## src/shared/appmp_pkg.sv

```systemverilog
// Constants and types for the asynchronous parallel memory port
// How it works
// - Sixteen lines carry address then data; latch strobe marks the address phase.
// - Port moves either 8-bit or 16-bit data per external access.
// - In 8-bit width, latch strobe pulses an extra time, ahead of the low byte, when upper sixteen address bits change.
// - Latch strobe asserts every time a new address goes onto the lines.
// - Read strobe is low during each read, high otherwise.
// - Write strobe is low during each write, high otherwise.
// - When lines serve as flags, all three strobes stay inactive.
// - Latch strobe resets active high; software may select active low.
// - At reset lines float with pull-ups, read/write high, latch strobe low.
package appmp_pkg;
  localparam int          ADDR_W       = 24;
  localparam int          AD_W         = 16;
  localparam int          LOW_W        = 8;
  localparam int          CNT_W        = 5;
  localparam logic [4:0]  ADDR_CYCLES  = 5'h01;  // Address phase length
  localparam logic [4:0]  MIN_DATA_CYC = 5'h02;  // Least data phase length
  localparam logic [4:0]  DEF_DATA_CYC = 5'h02;  // Data phase when request gives less
  localparam logic [15:0] AD_ZERO      = 16'h0000;
  localparam logic [7:0]  BYTE_ZERO    = 8'h00;
  localparam logic [4:0]  CNT_ZERO     = 5'h00;
  localparam logic [4:0]  CNT_ONE      = 5'h01;

  typedef enum logic [2:0] {
    APPMP_IDLE,
    APPMP_UPPER,
    APPMP_ADDR,
    APPMP_DATA,
    APPMP_DONE
  } appmp_state_t;
endpackage : appmp_pkg

```

## src/core/appmp_port.sv

```systemverilog
// Pin-level engine of the asynchronous parallel memory port
`timescale 1ns/10ps
`default_nettype none
module appmp_port
  import appmp_pkg::*;
(
  input  wire logic              core_clk,        // 10 MHz clock
  input  wire logic              rstn,            // Synchronous reset, active low
  input  wire logic              mode_16bit,      // 1: 16-bit data, 0: 8-bit data
  input  wire logic              ale_active_low,  // 1: latch strobe active low
  input  wire logic              flags_mode,      // Lines used as general flags
  input  wire logic [15:0]       flag_out,        // Flag values when in flag mode
  input  wire logic [15:0]       flag_oe,         // Flag drive enables
  input  wire logic [4:0]        data_cycles,     // Data phase length in clocks
  input  wire logic              req_valid,       // Access request
  input  wire logic              req_write,       // 1: write, 0: read
  input  wire logic [ADDR_W-1:0] req_addr,        // External address
  input  wire logic [15:0]       req_wdata,       // Write data
  output logic                   req_ready,       // High one cycle; the request was taken at the clock edge before
  output logic                   rsp_valid,       // Access finished, one cycle
  output logic [15:0]            rsp_rdata,       // Read data
  input  wire logic [15:0]       addr_data_lines_in,  // Line levels
  output logic [15:0]            addr_data_lines_out, // Line drive values
  output logic [15:0]            addr_data_lines_oe,  // Line drive enables
  output logic                   rd_n,            // Read strobe, active low
  output logic                   wr_n,            // Write strobe, active low
  output logic                   ale              // Address latch strobe
);

  // Sequencing state
  appmp_state_t      state_reg, state_next;
  logic [4:0]        cnt_reg, cnt_next;

  // Request held for the whole access
  logic              wr_reg, wr_next;
  logic [ADDR_W-1:0] addr_reg, addr_next;
  logic [15:0]       wdata_reg, wdata_next;
  logic [15:0]       upper_reg, upper_next;   // Upper bits held in external latch
  logic              upper_ok_reg, upper_ok_next;
  logic              m16_reg, m16_next;
  logic              ready_reg, ready_next;
  logic              rsp_reg, rsp_next;
  logic [15:0]       rdata_reg, rdata_next;

  // Pin registers, so every pin comes straight from a flip-flop
  logic [15:0]       ado_reg, ado_next;
  logic [15:0]       adoe_reg, adoe_next;
  logic              rdn_reg, rdn_next;
  logic              wrn_reg, wrn_next;
  logic              ale_reg, ale_next;

  // Derived values
  logic              ale_on;                  // Logical latch strobe level
  logic [4:0]        dlen;

  // Short data phases are stretched to the least legal length
  assign dlen = (data_cycles < MIN_DATA_CYC) ? DEF_DATA_CYC : data_cycles;

  // Next-state and pin computation
  always_comb begin
    state_next    = state_reg;
    cnt_next      = cnt_reg;
    wr_next       = wr_reg;
    addr_next     = addr_reg;
    wdata_next    = wdata_reg;
    upper_next    = upper_reg;
    upper_ok_next = upper_ok_reg;
    m16_next      = m16_reg;
    ready_next    = 1'b0;
    rsp_next      = 1'b0;
    rdata_next    = rdata_reg;
    ale_on        = 1'b0;
    rdn_next      = 1'b1;
    wrn_next      = 1'b1;
    ado_next      = ado_reg;
    adoe_next     = AD_ZERO;
    case (state_reg)
      APPMP_IDLE: begin
        // Take a request only when idle and the lines are not flags
        if (req_valid && !flags_mode && !ready_reg) begin
          ready_next = 1'b1;
          wr_next    = req_write;
          addr_next  = req_addr;
          wdata_next = req_wdata;
          m16_next   = mode_16bit;
          cnt_next   = ADDR_CYCLES;
          if (!mode_16bit &&
              (!upper_ok_reg || upper_reg != req_addr[ADDR_W-1:LOW_W])) begin
            // One extra cycle lets the strobe fall before the low byte goes out
            cnt_next   = ADDR_CYCLES + CNT_ONE;
            state_next = APPMP_UPPER;
          end else begin
            state_next = APPMP_ADDR;
          end
        end
      end
      APPMP_UPPER: begin
        // Upper bits go out first; the strobe drops for the last cycle so the
        // external latch closes on them before the low byte replaces them
        ale_on     = (cnt_reg != CNT_ONE);
        ado_next   = addr_reg[ADDR_W-1:LOW_W];
        adoe_next  = '1;
        upper_next = addr_reg[ADDR_W-1:LOW_W];
        upper_ok_next = 1'b1;
        if (cnt_reg == CNT_ONE) begin
          cnt_next   = ADDR_CYCLES;
          state_next = APPMP_ADDR;
        end else begin
          cnt_next = cnt_reg - CNT_ONE;
        end
      end
      APPMP_ADDR: begin
        // Address phase, strobe marks it
        // In 8-bit width only the low byte goes out, the upper bits sit in the latch
        ale_on    = 1'b1;
        adoe_next = '1;
        ado_next  = m16_reg ? addr_reg[AD_W-1:0] : {BYTE_ZERO, addr_reg[LOW_W-1:0]};
        if (cnt_reg == CNT_ONE) begin
          cnt_next   = dlen;
          state_next = APPMP_DATA;
        end else begin
          cnt_next = cnt_reg - CNT_ONE;
        end
      end
      APPMP_DATA: begin
        // Data phase, no strobe overlap with the address phase
        if (wr_reg) begin
          wrn_next  = 1'b0;
          // 8-bit writes drive the low byte only; the upper lines rest on pull-ups
          adoe_next = m16_reg ? '1 : {BYTE_ZERO, ~BYTE_ZERO};
          ado_next  = m16_reg ? wdata_reg : {BYTE_ZERO, wdata_reg[LOW_W-1:0]};
        end else begin
          rdn_next  = 1'b0;
        end
        if (cnt_reg == CNT_ONE) begin
          state_next = APPMP_DONE;
          rdn_next   = 1'b1;
          wrn_next   = 1'b1;
        end else begin
          cnt_next = cnt_reg - CNT_ONE;
        end
        // Read data is taken while the read strobe is low and the memory drives
        if (!wr_reg && !rdn_reg) begin
          rdata_next = m16_reg ? addr_data_lines_in
                               : {BYTE_ZERO, addr_data_lines_in[LOW_W-1:0]};
        end
      end
      APPMP_DONE: begin
        // One-cycle completion pulse
        rsp_next   = 1'b1;
        cnt_next   = CNT_ZERO;
        state_next = APPMP_IDLE;
      end
      default: begin
        state_next = APPMP_IDLE;
      end
    endcase
    // Flag use keeps strobes idle and hands lines to flag logic
    if (flags_mode && (state_reg == APPMP_IDLE)) begin
      ale_on    = 1'b0;
      rdn_next  = 1'b1;
      wrn_next  = 1'b1;
      ado_next  = flag_out;
      adoe_next = flag_oe;
    end
    // A strobe never meets the address phase, whatever the state
    if (ale_on) begin
      rdn_next = 1'b1;
      wrn_next = 1'b1;
    end
    // Polarity applied last, so the latch strobe follows the chosen level; read and write strobes stay active low
    ale_next = ale_on ^ ale_active_low;
  end

  // State registers
  always_ff @(posedge core_clk) begin
    if (!rstn) begin
      // Lines float, strobes idle, latch strobe low
      state_reg    <= APPMP_IDLE;
      cnt_reg      <= CNT_ZERO;
      wr_reg       <= 1'b0;
      addr_reg     <= '0;
      wdata_reg    <= AD_ZERO;
      upper_reg    <= AD_ZERO;
      upper_ok_reg <= 1'b0;
      m16_reg      <= 1'b0;
      ready_reg    <= 1'b0;
      rsp_reg      <= 1'b0;
      rdata_reg    <= AD_ZERO;
      ado_reg      <= AD_ZERO;
      adoe_reg     <= AD_ZERO;
      rdn_reg      <= 1'b1;
      wrn_reg      <= 1'b1;
      ale_reg      <= 1'b0;
    end else begin
      state_reg    <= state_next;
      cnt_reg      <= cnt_next;
      wr_reg       <= wr_next;
      addr_reg     <= addr_next;
      wdata_reg    <= wdata_next;
      upper_reg    <= upper_next;
      upper_ok_reg <= upper_ok_next;
      m16_reg      <= m16_next;
      ready_reg    <= ready_next;
      rsp_reg      <= rsp_next;
      rdata_reg    <= rdata_next;
      ado_reg      <= ado_next;
      adoe_reg     <= adoe_next;
      rdn_reg      <= rdn_next;
      wrn_reg      <= wrn_next;
      ale_reg      <= ale_next;
    end
  end

  // Outputs straight from the registers
  assign req_ready           = ready_reg;
  assign rsp_valid           = rsp_reg;
  assign rsp_rdata           = rdata_reg;
  assign addr_data_lines_out = ado_reg;
  assign addr_data_lines_oe  = adoe_reg;
  assign rd_n                = rdn_reg;
  assign wr_n                = wrn_reg;
  assign ale                 = ale_reg;

endmodule : appmp_port
`default_nettype wire

```

## config.mk

```make
export PLATFORM = sky130hd
export DESIGN_NAME = appmp_port
export DESIGN_NICKNAME = d
export VERILOG_FILES = /design/src/shared/appmp_pkg.sv /design/src/core/appmp_port.sv
export SDC_FILE = /design/constraint.sdc
export NUM_CORES = 1
export LEC_CHECK = 0
export ABC_AREA = 0
export BUFFER_PORTS_ARGS = -buffer_cell sky130_fd_sc_hd__buf_2
export CORE_ASPECT_RATIO = 1.2
export CORE_MARGIN = 5
export CORE_UTILIZATION = 35
export CTS_CLUSTER_DIAMETER = 200
export DETAILED_ROUTE_END_ITERATION = 16
export PLACE_DENSITY_LB_ADDON = 0.05
export SYNTH_ARGS = -nofsm -noshare
export SYNTH_HDL_FRONTEND = slang
export SYNTH_SLANG_ARGS = --single-unit
```

## constraint.sdc

```tcl
create_clock -name core_clk -period 2.9 [get_ports core_clk]
set_input_delay 0.58 -clock core_clk [delete_from_list [all_inputs] [get_ports core_clk]]
set_output_delay 0.58 -clock core_clk [all_outputs]
set_load 0.1 [all_outputs]
```

== Word-level counts from Yosys, hierarchy flattened ==
Cells that the tools add are included.
Storage, ports and cells
  flip-flop bits (word level): 120
  bits in latches: 0
  RAM bits: 0
  bits in read-only memories: 0
  bits of input ports: 100
  output and inout port bits: 53
  logic and storage cells: 86
  memories: 0
Cells by class
  $add $sub $neg: 1
  $mul: 0
  div/mod/pow operators: 0
  $lt $le $gt $ge: 1
  eq/ne operators: 13
  shifts and indexed selects: 0
  multiplexer cells: 29
  bitwise logic cells: 3
  reduce and logical (&&, ||, !) cells: 23
Operator list (number)
  16-bit two-way mux: 8
  16-bit case mux with 3 select lines: 1
  16-bit case mux with 2 select lines: 1
  5-bit two-way mux: 5
  5-bit case mux with 5 select lines: 1
  16-bit != test: 1
  3-bit two-way mux: 4
  3-bit case mux with 4 select lines: 1
  2-bit != test (second input constant): 5
  2-bit AND reduction: 4
  3-bit by 2-bit equality test with 1-bit output (second input constant): 2
  1-bit logical NOT: 6
  5-bit by 1-bit equality test with 1-bit output (second input constant): 1
  1-bit logical AND: 5
  5-bit by 2-bit less-than comparator with 1-bit output (second input constant): 1
  1-bit two-way mux: 5
  5-bit by 1-bit != test with 1-bit output (second input constant): 1
  5-bit nonzero test: 1
  5-bit OR reduction: 1
  5-bit by 1-bit subtractor with 5-bit output (second input constant): 1
  2-bit two-way mux: 2
  4-bit AND reduction: 1
  4-bit nonzero test: 1
  3-bit by 1-bit equality test with 1-bit output (second input constant): 1
  9 further kinds: 10

== Depth between registers and ports, before layout ==
Gate-level depths: netlist (run 1).
  depth in word-level cells: 6
  mapped depth: 10
  depth with buffers taken out: 7

== Worst setup path before layout (run 1) ==
No wires, ideal clock.
  path kind: register -> register
  start point: register ready_reg, in the netlist req_ready
  end point: register addr_reg[0]
  data arrival time: 1.842 ns
  required time: 2.772 ns
  setup slack: 0.930 ns
  stages on the path, launching flop included: 8
  buffers on the path: 2
  clock period less this slack: 1.970 ns
  cells stage by stage: dfxtp_1 nor3b_1 nor3_2 nor3b_1 buf_6 buf_12 mux2i_1 nor2_1
Between the ends
  word-level cells in the longest chain between the ends: 3
RTL lines
  from (decl): RTL line appmp_port.sv:41  | logic ready_reg, ready_next;
  from (signal assigned): RTL line appmp_port.sv:204  | ready_reg <= ready_next;
  1-bit logical NOT: RTL line appmp_port.sv:80  | if (req_valid && !flags_mode && !ready_reg) begin
  1-bit logical AND: RTL line appmp_port.sv:80
  2-bit AND reduction (no source line)
  to (signal assigned): RTL line appmp_port.sv:199  | addr_reg <= addr_next;
  to (decl): RTL line appmp_port.sv:36  | logic [ADDR_W-1:0] addr_reg, addr_next;
Every way passes these cells.
A chain may end at the register's enable or synchronous reset.

== Worst setup path after layout (run 1) ==
  start point: register state_reg[1]
  end point: register ado_reg[9], in the netlist addr_data_lines_out[9]
Between the ends
  word-level cells in the longest chain between the ends: 4
  elaborated cells between the ends (all ways): 10
  classes of those cells: eq/ne (4); mux (2); reduce/logical (4)
RTL lines
  from (decl): RTL line appmp_port.sv:31  | appmp_state_t state_reg, state_next;
  from (signal assigned): RTL line appmp_port.sv:196  | state_reg <= state_next;
  3-bit logical NOT: RTL line appmp_port.sv:159  | if (flags_mode && (state_reg == APPMP_IDLE)) begin
  1-bit logical AND: RTL line appmp_port.sv:159
  3-bit != test (no source line) or 4-bit nonzero test (tied branches)
  2-bit AND reduction (no source line)
  to (signal assigned): RTL line appmp_port.sv:207  | ado_reg <= ado_next;
  to (decl): RTL line appmp_port.sv:46  | logic [15:0] ado_reg, ado_next;
Several ways; a longest one is shown, not always the timed one.

==> results.json, run 1 <==
{
  "fp-row-count": 48,
  "fin_nets": 812,
  "end_kind": "register",
  "r2r-end": "addr_data_lines_out[9]",
  "root_buffer": "clkbuf_16",
  "pin_count": 153,
  "synthArstFlopShare": 0,
  "p_leak_nw": 2.83,
  "cp.arrival_ns": 2.45,
  "worstHoldPathType": "primary input to register",
  "cts_tree": "built",
  "die_width_um": 120,
  "cp-startpoint": "state_reg[1]",
  "met2_usage": 0.292,
  "drcViolationCount": 0,
  "tightest_slew_ns": 0.866,
  "hold_viol_final": 0,
  "synthFlopType": "dfxtp_1",
  "power_per_cell_area_nw_per_um2": 1350,
  "cts_setup_buffers": 0,
  "swShare": 0.452,
  "cts_resized": 0,
  "finalSetupViolCount": 0,
  "yosys.area.top_type": "dfxtp_1",
  "grt_pass1_vias": 4631,
  "netlist_instances": 570,
  "grt_max_degree": 49,
  "drv_slew": 0,
  "p_sw_mw": 3.98,
  "start_util": 0.354,
  "synth.avg_cell_area_um2": 8.92,
  "overflow": 0,
  "detail-route-antenna-nets": 0,
  "r2r-start": "state_reg[1]",
  "largest_reg_flops": 24,
  "cap_violations": 0,
  "path_max_fanout": 24,
  "num_antenna_cells": 0,
  "fp.dieArea_um2": 17000,
  "postLayoutCellArea_um2": 6540,
  "vias": 4491,
  "gr-usage-all-layers": 0.178,
  "path_class": "register to register",
  "dp.cells": 866,
  "clkLatencyLatePin_ns": 0.41,
  "wl_um": 14900,
  "grt_use_met3": 0.0501,
  "drt_first_pass_iters": 4,
  "r2r_slack_ns": 0.68,
  "synth-edff-count": 0,
  "crit_end": "addr_data_lines_out[9]",
  "synthTopCellsByArea": "dfxtp_1 (47%), mux2i_1 (9.8%), nand2_1 (6.6%), nor2_1 (6.1%), a21oi_1 (4.4%)",
  "place_area_um2": 5920,
  "synth_cell_types": 48,
  "grtUsageMet1": 0.228,
  "drive_above_1_share": 0.286,
  "period_share": 0.764,
  "layout_min_cycle_time_ns": 2.22,
  "status": "completed",
  "grt_pass1_wl_um": 23900,
  "ys_seq_area_frac": 0.472,
  "skew_ns": 0.00656,
  "routedWlPerCell_um": 16.6,
  "numPortBuffers": 152,
  "syn2layout_area_growth_pct": 28.7,
  "hold_buffers": 0,
  "syn_nets": 672,
  "reg2reg_depth": 4,
  "synth-seq-cells": 120,
  "place_congestion": 0.852,
  "core-area_um2": 14400,
  "power.internal_mw": 4.83,
  "ys_warn_count": 0,
  "dieHeight_um": 142,
  "clkPwrFrac": 0.251,
  "pwr-share-seq": 0.282,
  "grt_antenna_before_repair": 0,
  "cp.required_ns": 3.14,
  "rsz0062_at_grt": "false",
  "cts_made_buffers": 17,
  "netlist_area_um2": 5080,
  "cts_buffer_depth": 2,
  "slew_headroom": 0.423,
  "top_usage_layer": "met2",
  "critPathLaunchType": "register",
  "viasPerCell": 5.00,
  "setup_tns_ns": 0,
  "worst_ir_drop_vdd_mv": 0.701,
  "dp_hpwl_um": 10900,
  "yosysTopAreaCellShare": 0.472,
  "final_cells": 898,
  "p_comb_frac": 0.467,
  "cts.htree.levels": 4,
  "cts.sinks": 120,
  "clkSlewWorstSetupHoldPaths_ns": 0.05,
  "max_freq_mhz": 451,
  "drtIter0Drc": 247
}
[cells in the mapped netlist, drive strengths merged (4+ instances only)]
| cell type | n |
|---|---|
| a211oi | 9 |
| a21oi | 45 |
| a221oi | 17 |
| a311oi | 8 |
| and2 | 5 |
| buf | 15 |
| clkbuf | 27 |
| dfxtp | 120 |
| inv | 5 |
| mux2 | 8 |
| mux2i | 50 |
| nand2 | 89 |
| nand3 | 13 |
| nor2 | 84 |
| nor3 | 9 |
| nor4 | 4 |
| o21ai | 5 |
| xor2 | 19 |
[logic make-up (layout without fill, tap and decap cells)]
| logic type | Yosys count | count (layout) | share of synthesized area |
|---|---|---|---|
| AO/OA/AOI/OAI | 96 | 96 | 0.126 |
| XOR/XNOR | 22 | 22 | 0.0379 |
| adder cells (fa/ha/maj) | 2 | 2 | 0.00492 |
| buffers and inverters | 47 | 200 | 0.0522 |
| flip-flops | 120 | 120 | 0.472 |
| multiplexers | 58 | 58 | 0.116 |
| AND/OR/NAND/NOR | 225 | 225 | 0.190 |
[metrics by stage]
step	setup WS [ns]	hold slack (ns)	total power, mW	utilization
finish	0.685	0.386	8.81	0.456
global route	0.427	0.383	9.34	0.456
CTS	0.676	0.372	8.90	0.456
detailed placement	0.692	0.446	6.65	0.412
global placement	0.679	0.438	6.61	0.412
floorplan	0.930	0.444	5.99	-
[worst max-delay path: stages (launching register included)]
cell      delay (ns)
dfxtp_1         0.61
nor2_2          0.17
or3_1           0.74
a221oi_1        0.44
a311oi_1        0.09
[placed cells by master (no fill, tap or decap), drive strengths merged, types with 3 or more instances in the layout]
cell / Yosys / final
a211oi: 9 / 9
a21oi: 45 / 45
a221oi: 17 / 17
a22oi: 3 / 3
a311oi: 8 / 8
and2: 5 / 5
buf: 15 / 163
bufinv: 0 / 4
clkbuf: 27 / 24
clkinv: 0 / 3
dfxtp: 120 / 120
inv: 5 / 5
mux2: 8 / 8
mux2i: 50 / 50
nand2: 89 / 89
nand2b: 3 / 3
nand3: 13 / 13
nor2: 84 / 84
nor2b: 3 / 3
nor3: 9 / 9
nor3b: 3 / 3
nor4: 4 / 4
o21ai: 5 / 5
or2: 3 / 3
xnor2: 3 / 3
xor2: 19 / 19
[layer usage]
| layer | share of wire | vias up |
|---|---|---|
| li1 | - | 2248 |
| met1 | 0.45 | 2071 |
| met2 | 0.47 | 159 |
| met3 | 0.068 | 13 |
| met4 | 0.013 | 0 |
| met5 | 0 | - |
[how the worst min path moves through the flow]
stage                  startpoint                    end  slack (ns)  depth (start not counted)
floorplan            addr_reg[18]          upper_reg[10]        0.44                          2
global placement    rsp_rdata[12]          rsp_rdata[12]        0.44                          2
detailed placement  rsp_rdata[12]          rsp_rdata[12]        0.45                          2
CTS                    flag_oe[6]  addr_data_lines_oe[6]        0.37                          3
global route           flag_oe[5]  addr_data_lines_oe[5]        0.38                          3
finish                 flag_oe[2]  addr_data_lines_oe[2]        0.39                          3
[power groups by stage]
| stage | clock (mW) | sequential (mW) | combinational [mW] |
|---|---|---|---|
| 4_1_cts | 2.27 | 2.49 | 4.14 |
| 3_3_place_gp | 0 | 2.51 | 4.10 |
| 5_1_grt | 2.36 | 2.55 | 4.42 |
| 3_5_place_dp | 0 | 2.52 | 4.13 |
| 2_1_floorplan | 0 | 3.78 | 2.21 |
| 6_report | 2.21 | 2.49 | 4.11 |
[area by class of cell]
| class | instances | area, µm² |
|---|---|---|
| tap | 175 | 219 |
| inverter | 5 | 18.8 |
| clock buffer | 24 | 482 |
| sequential | 120 | 2400 |
| timing repair buffer | 163 | 856 |
| clock inverter | 8 | 143 |
| fill | 1454 | 7810 |
| multi-input combinational | 403 | 2420 |
No activity file was read; power rests on OpenSTA's default activity.
==> inputs of run 2 (changes only) <==
--- a/config.mk
+++ b/config.mk
@@ -5,7 +5,7 @@
 export SDC_FILE = /design/constraint.sdc
 export NUM_CORES = 1
 export LEC_CHECK = 0
-export ABC_AREA = 0
+export ABC_AREA = 1
 export BUFFER_PORTS_ARGS = -buffer_cell sky130_fd_sc_hd__buf_2
 export CORE_ASPECT_RATIO = 1.2
 export CORE_MARGIN = 5
==> constraint.sdc (replaced) <==
create_clock -name core_clk -period 1.8 [get_ports core_clk]
set_input_delay 0.36 -clock core_clk [delete_from_list [all_inputs] [get_ports core_clk]]
set_output_delay 0.36 -clock core_clk [all_outputs]
set_load 0.1 [all_outputs]
==> results.json, run 2 <==
{
  "cts.sinks": 120,
  "synth-edff-count": 0,
  "viasPerCell": 4.85,
  "slew_headroom": 0.646,
  "syn_nets": 797,
  "gr-usage-all-layers": 0.187,
  "final_cells": 1042,
  "hold_buffers": 0,
  "pwr-share-seq": 0.294,
  "swShare": 0.461,
  "clkSlewWorstSetupHoldPaths_ns": 0.05,
  "fin_nets": 957,
  "hold_viol_final": 0,
  "start_util": 0.356,
  "netlist_instances": 695,
  "syn2layout_area_growth_pct": 31.2,
  "largest_reg_flops": 24,
  "layout_min_cycle_time_ns": 1.66,
  "detail-route-antenna-nets": 0,
  "drt_first_pass_iters": 4,
  "synth-seq-cells": 120,
  "place_area_um2": 6140,
  "postLayoutCellArea_um2": 6710,
  "p_sw_mw": 5.68,
  "grt_pass1_vias": 4994,
  "cts_buffer_depth": 2,
  "synth.avg_cell_area_um2": 7.36,
  "power_mw": 12.3,
  "worst_ir_drop_vdd_mv": 0.714,
  "netlist_area_um2": 5110,
  "core-area_um2": 14400,
  "tightest_slew_ns": 0.534,
  "power.internal_mw": 6.65,
  "numPortBuffers": 152,
  "cts_made_buffers": 17,
  "period_share": 0.924,
  "yosysTopAreaCellShare": 0.470,
  "drv_slew": 0,
  "dieHeight_um": 142,
  "ys_seq_area_frac": 0.470,
  "vias": 5053,
  "cts.htree.levels": 4,
  "cp.arrival_ns": 2.01,
  "fp.dieArea_um2": 17100,
  "status": "completed",
  "cap_violations": 0,
  "root_buffer": "clkbuf_16",
  "final_common_cell": "buf_2",
  "num_antenna_cells": 0,
  "max_freq_mhz": 601,
  "p_leak_nw": 3.13,
  "synthFlopType": "dfxtp_1",
  "clkLatencyLatePin_ns": 0.41,
  "overflow": 0,
  "pin_count": 153,
  "cts_tree": "built",
  "clkPwrFrac": 0.249,
  "dp.cells": 1009,
  "cp.required_ns": 2.14,
  "place_congestion": 0.831,
  "synthMostInstantiatedCell": "dfxtp_1",
  "fp-row-count": 48,
  "final_cell_mix": "buf_2 (152), dfxtp_1 (119), nor2_1 (112), nand2_1 (109), o21ai_0 (90)",
  "dp_hpwl_um": 12200,
  "grt_antenna_before_repair": 0,
  "synthTopCellsByArea": "dfxtp_1 (47%), o21ai_0 (8.8%), nor2_1 (8.3%), nand2_1 (8.0%), a21oi_1 (6.9%)",
  "routedWlPerCell_um": 15.3,
  "drive_above_1_share": 0.264,
  "synthArstFlopShare": 0,
  "finalSetupViolCount": 0,
  "yosys.area.top_type": "dfxtp_1",
  "skew_ns": 0.00731,
  "grt_pass1_wl_um": 25000,
  "synth_cell_types": 39,
  "grt_max_degree": 59,
  "power_per_cell_area_nw_per_um2": 1840,
  "synthTopCellsByCount": "dfxtp_1 (120), nor2_1 (113), nand2_1 (109), o21ai_0 (90), a21oi_1 (70)",
  "die_width_um": 120,
  "p_comb_frac": 0.457,
  "path_max_fanout": 18,
  "drtIter0Drc": 203,
  "rsz0062_at_grt": "false",
  "end_kind": "register",
  "wl_um": 16000,
  "ys_warn_count": 0,
  "drcViolationCount": 0,
  "path_class": "register to register",
  "critPathLaunchType": "register",
  "worstHoldPathType": "primary input to register"
}
run 2: cell types whose count changed after synthesis, sizes merged, moves of 7 or more:
cell    previous run  this run
o21ai              5        94
inv                5        73
mux2i             50         0
nor2              84       117
a21oi             45        70
nand2             89       114
a221oi            17         0
xor2              19         3
nand3             13        23
a211oi             9         0
a311oi             8         0
mux2               8         0
o31ai              1         8
run 2: power by group through the flow:
stage	clock (mW)	sequential [mW]	combinational, mW
after floorplan	0	5.50	2.39
after global placement	0	3.67	5.55
after detailed placement	0	3.68	5.59
after CTS	3.14	3.63	5.61
after global routing	3.26	3.71	6.09
final	3.07	3.63	5.63
run 2: through the flow:
| step | TNS (ns) | setup WS (ns) | hold slack (ns) | util |
|---|---|---|---|---|
| CTS | 0 | 0.0155 | 0.113 | 0.465 |
| global placement | -0.00779 | -0.00779 | 0.443 | 0.428 |
| floorplan | 0 | 0.00662 | 0.436 | - |
| detailed placement | 0 | 0.000383 | 0.452 | 0.428 |
| finish | 0 | 0.137 | 0.125 | 0.467 |
| global route | 0 | 0.0101 | 0.128 | 0.467 |
run 2: cell families (layout without fill, tap and decap cells):
group,after synthesis,in the layout,share of synthesized area
flip-flops,120,120,0.470
XOR/XNOR,8,8,0.0137
AO/OA/AOI/OAI,193,193,0.209
AND/OR/NAND/NOR,262,262,0.216
buffers and inverters,110,282,0.0861
adder cells (fa/ha/maj),2,2,0.00489
run 2: cell type report:
cell class	count	area (µm²)
tap	175	219
multi-input combinational	465	2290
clock buffer	21	450
sequential	120	2400
timing repair buffer	176	978
clock inverter	10	80.1
fill	1491	7640
inverter	75	289
run 2: routing by layer:
layer	up-vias	track usage	wire length (µm)	part of all wire
li1	2596	-	-	-
met1	2301	0.217	6810	0.43
met2	131	0.328	7930	0.50
met3	25	0.0473	845	0.053
met4	0	0.0794	361	0.023
met5	-	0	0	0
run 2: worst max-delay path: stages, from the launching register on:
cell and delay, ns:
dfxtp_1 0.35, inv_2 0.16, nand2_2 0.17, nor2_4 0.23
inv_4 0.14, o31ai_1 0.31, o21ai_1 0.10, a21oi_1 0.13
run 2: repair_timing:
item | 4_1_cts | 5_1_grt
setup endpoints to repair | 1 | 16
resized for setup | 1 | 8
pin swaps | 0 | 1
cloned | 0 | 0
buffers inserted | 0 | 2
run 2: worst paths after layout:
| path | start | endpoint | slack, ns | cells after the start |
|---|---|---|---|---|
| max reg2reg | state_reg[2] | addr_data_lines_out[15] | 0.14 | 7 |
| min | ale_active_low | ale | 0.13 | 2 |
| min reg2reg | upper_reg[14] | upper_reg[14] | 0.46 | 2 |
| max | state_reg[2] | addr_data_lines_out[15] | 0.14 | 7 |
==> inputs of run 3 (changes only) <==
==> constraint.sdc (replaced) <==
create_clock -name core_clk -period 1.4 [get_ports core_clk]
set_input_delay 0.28 -clock core_clk [delete_from_list [all_inputs] [get_ports core_clk]]
set_output_delay 0.28 -clock core_clk [all_outputs]
set_load 0.1 [all_outputs]
==> results.json, run 3 (synthesis results as in run 2) <==
{
  "fp.dieArea_um2": 17100,
  "final_cell_mix": "dfxtp_1 (114), buf_2 (99), nand2_1 (98), buf_4 (96), nor2_1 (90)",
  "root_buffer": "clkbuf_16",
  "reg2reg_depth": 8,
  "drv_slew": 0,
  "path_class": "register to register",
  "rsz0062_at_grt": "true",
  "worstHoldPathType": "primary input to register",
  "tightest_slew_ns": 0.489,
  "clkLatencyLatePin_ns": 0.40,
  "crit_top_cell": "buf_6",
  "layout_min_cycle_time_ns": 1.50,
  "skew_ns": 0.00496,
  "swShare": 0.444,
  "max_freq_mhz": 665,
  "grt_antenna_before_repair": 0,
  "core-area_um2": 14400,
  "drt_first_pass_iters": 4,
  "cp.arrival_ns": 1.79,
  "hold_viol_final": 0,
  "violations": "setup timing",
  "cap_violations": 0,
  "cp_slowest_cell": "dfxtp_4",
  "drive_above_1_share": 0.396,
  "cts_made_buffers": 17,
  "slew_headroom": 0.672,
  "hold_depth": 2,
  "r2r-start": "state_reg[1]",
  "numPortBuffers": 152,
  "worst_slack_ns": -0.103,
  "status": "finished with violations",
  "end_kind": "register",
  "largest_reg_flops": 24,
  "r2r_slack_ns": -0.10,
  "power.internal_mw": 10.1,
  "detail-route-antenna-nets": 0,
  "drtIter0Drc": 270,
  "min_to": "ale",
  "die_width_um": 120,
  "cts_buffer_depth": 2,
  "syn2layout_area_growth_pct": 55.3,
  "grt_pass1_wl_um": 25400,
  "vias": 5266,
  "multi_input_area_um2": 2670,
  "fin_util": 0.553,
  "cp-startpoint": "state_reg[1]",
  "gr-usage-all-layers": 0.187,
  "viasPerCell": 4.81,
  "final_common_cell": "dfxtp_1",
  "path_cells": "nand2_4, buf_6, o21ai_4, buf_6, a31oi_4, buf_12, a21oi_2, nor2_1",
  "worstHoldStart": "ale_active_low",
  "start_util": 0.356,
  "r2r-end": "addr_data_lines_oe[13]",
  "finalSetupViolCount": 55,
  "fin_nets": 1010,
  "critPathLaunchType": "register",
  "fp-row-count": 48,
  "power_mw": 18.2,
  "wl_um": 16100,
  "place_congestion": 0.886,
  "clkPwrFrac": 0.212,
  "worst_ir_drop_vdd_mv": 0.865,
  "setup_tns_ns": -2.21,
  "drcViolationCount": 0,
  "regArea_um2": 2420,
  "hold_buffers": 0,
  "pwr-share-seq": 0.263,
  "dp_hpwl_um": 12100,
  "p_leak_nw": 3.53,
  "dieHeight_um": 142,
  "overflow": 0,
  "cts.sinks": 120,
  "cts.htree.levels": 4,
  "cts_tree": "built",
  "path_max_fanout": 8,
  "num_antenna_cells": 0,
  "cp.required_ns": 1.69,
  "max_stage_delay_ns": 0.40,
  "period_share": 1.07,
  "clkSlewWorstSetupHoldPaths_ns": 0.05,
  "routedWlPerCell_um": 14.7,
  "grt_max_degree": 59,
  "p_comb_frac": 0.525,
  "num-fill-cells": 1396,
  "p_sw_mw": 8.10,
  "grt_pass1_vias": 5180,
  "power_per_cell_area_nw_per_um2": 2300,
  "pin_count": 153
}
-- run 3: cell count changes in the layout (fill, tap and decap cells not counted), moves of 8 or more --
cell,before,now
a21oi_1,70,53
nor2_4,2,15
buf_12,3,22
nor2_1,112,90
o21ai_0,90,74
a21oi_2,0,17
nor2_2,2,11
buf_4,21,96
nand2_1,109,98
buf_2,152,99
o21ai_2,0,9
buf_6,0,8
-- run 3: layer usage --
layer / global-route usage / part of all wire / up-vias
li1: - / - / 2701
met1: 0.217 / 0.43 / 2430
met2: 0.338 / 0.52 / 118
met3: 0.0441 / 0.042 / 17
met4: 0.0591 / 0.015 / 0
met5: 0 / 0 / -
-- run 3: cell type report --
type	instances	share of cell area
Clock buffer	23	0.0604
Clock inverter	8	0.00599
Inverter	75	0.0397
Multi-Input combinational cell	465	0.336
Sequential cell	120	0.305
Tap cell	175	0.0276
Timing Repair Buffer	227	0.224
Timing Repair inverter	2	0.00205
-- run 3: what timing repair did --
| action | CTS | global route |
|---|---|---|
| setup buffers | 11 | 10 |
| gates resized for setup | 114 | 79 |
| gates cloned | 1 | 1 |
| endpoints found under the setup margin | 118 | 101 |
| hold endpoints to repair | 0 | 0 |
| pin swaps | 15 | 21 |
-- run 3: stage by stage --
step           instance area (µm²)  cells  hold slack [ns]  setup slack, ns
2_1_floorplan                 5150    695            0.370         -0.00232
3_3_place_gp                  6620   1044            0.446           -0.149
3_5_place_dp                  6620   1044            0.448           -0.137
4_1_cts                       7570   1085           0.0472          -0.0607
5_1_grt                       7940   1095           0.0485           -0.165
6_report                      7940   1095           0.0651           -0.103
-- run 3: power by group through the flow --
stage / Clock, mW / Combinational [mW] / Sequential (mW)
4_1_cts: 3.94 / 8.93 / 4.78
2_1_floorplan: 0 / 3.11 / 7.10
3_3_place_gp: 0 / 8.12 / 4.79
5_1_grt: 4.11 / 10.2 / 4.90
6_report: 3.87 / 9.58 / 4.79
3_5_place_dp: 0 / 8.19 / 4.81
-- run 3: worst max-delay path: cells and delay by family, from the launching register on --
family | cells | cell delay, ns
simple gates | 2 | 0.13
buf+inv | 3 | 0.45
compound gates | 3 | 0.40
flops | 1 | 0.40
-- run 3: how the worst max path moves through the flow --
stage	depth (start not counted)	to
5_1_grt	10	addr_data_lines_out[5]
6_report	8	addr_data_lines_oe[13]
3_5_place_dp	6	ale
2_1_floorplan	11	addr_data_lines_out[2]
4_1_cts	11	cnt_reg[1]
3_3_place_gp	6	ale
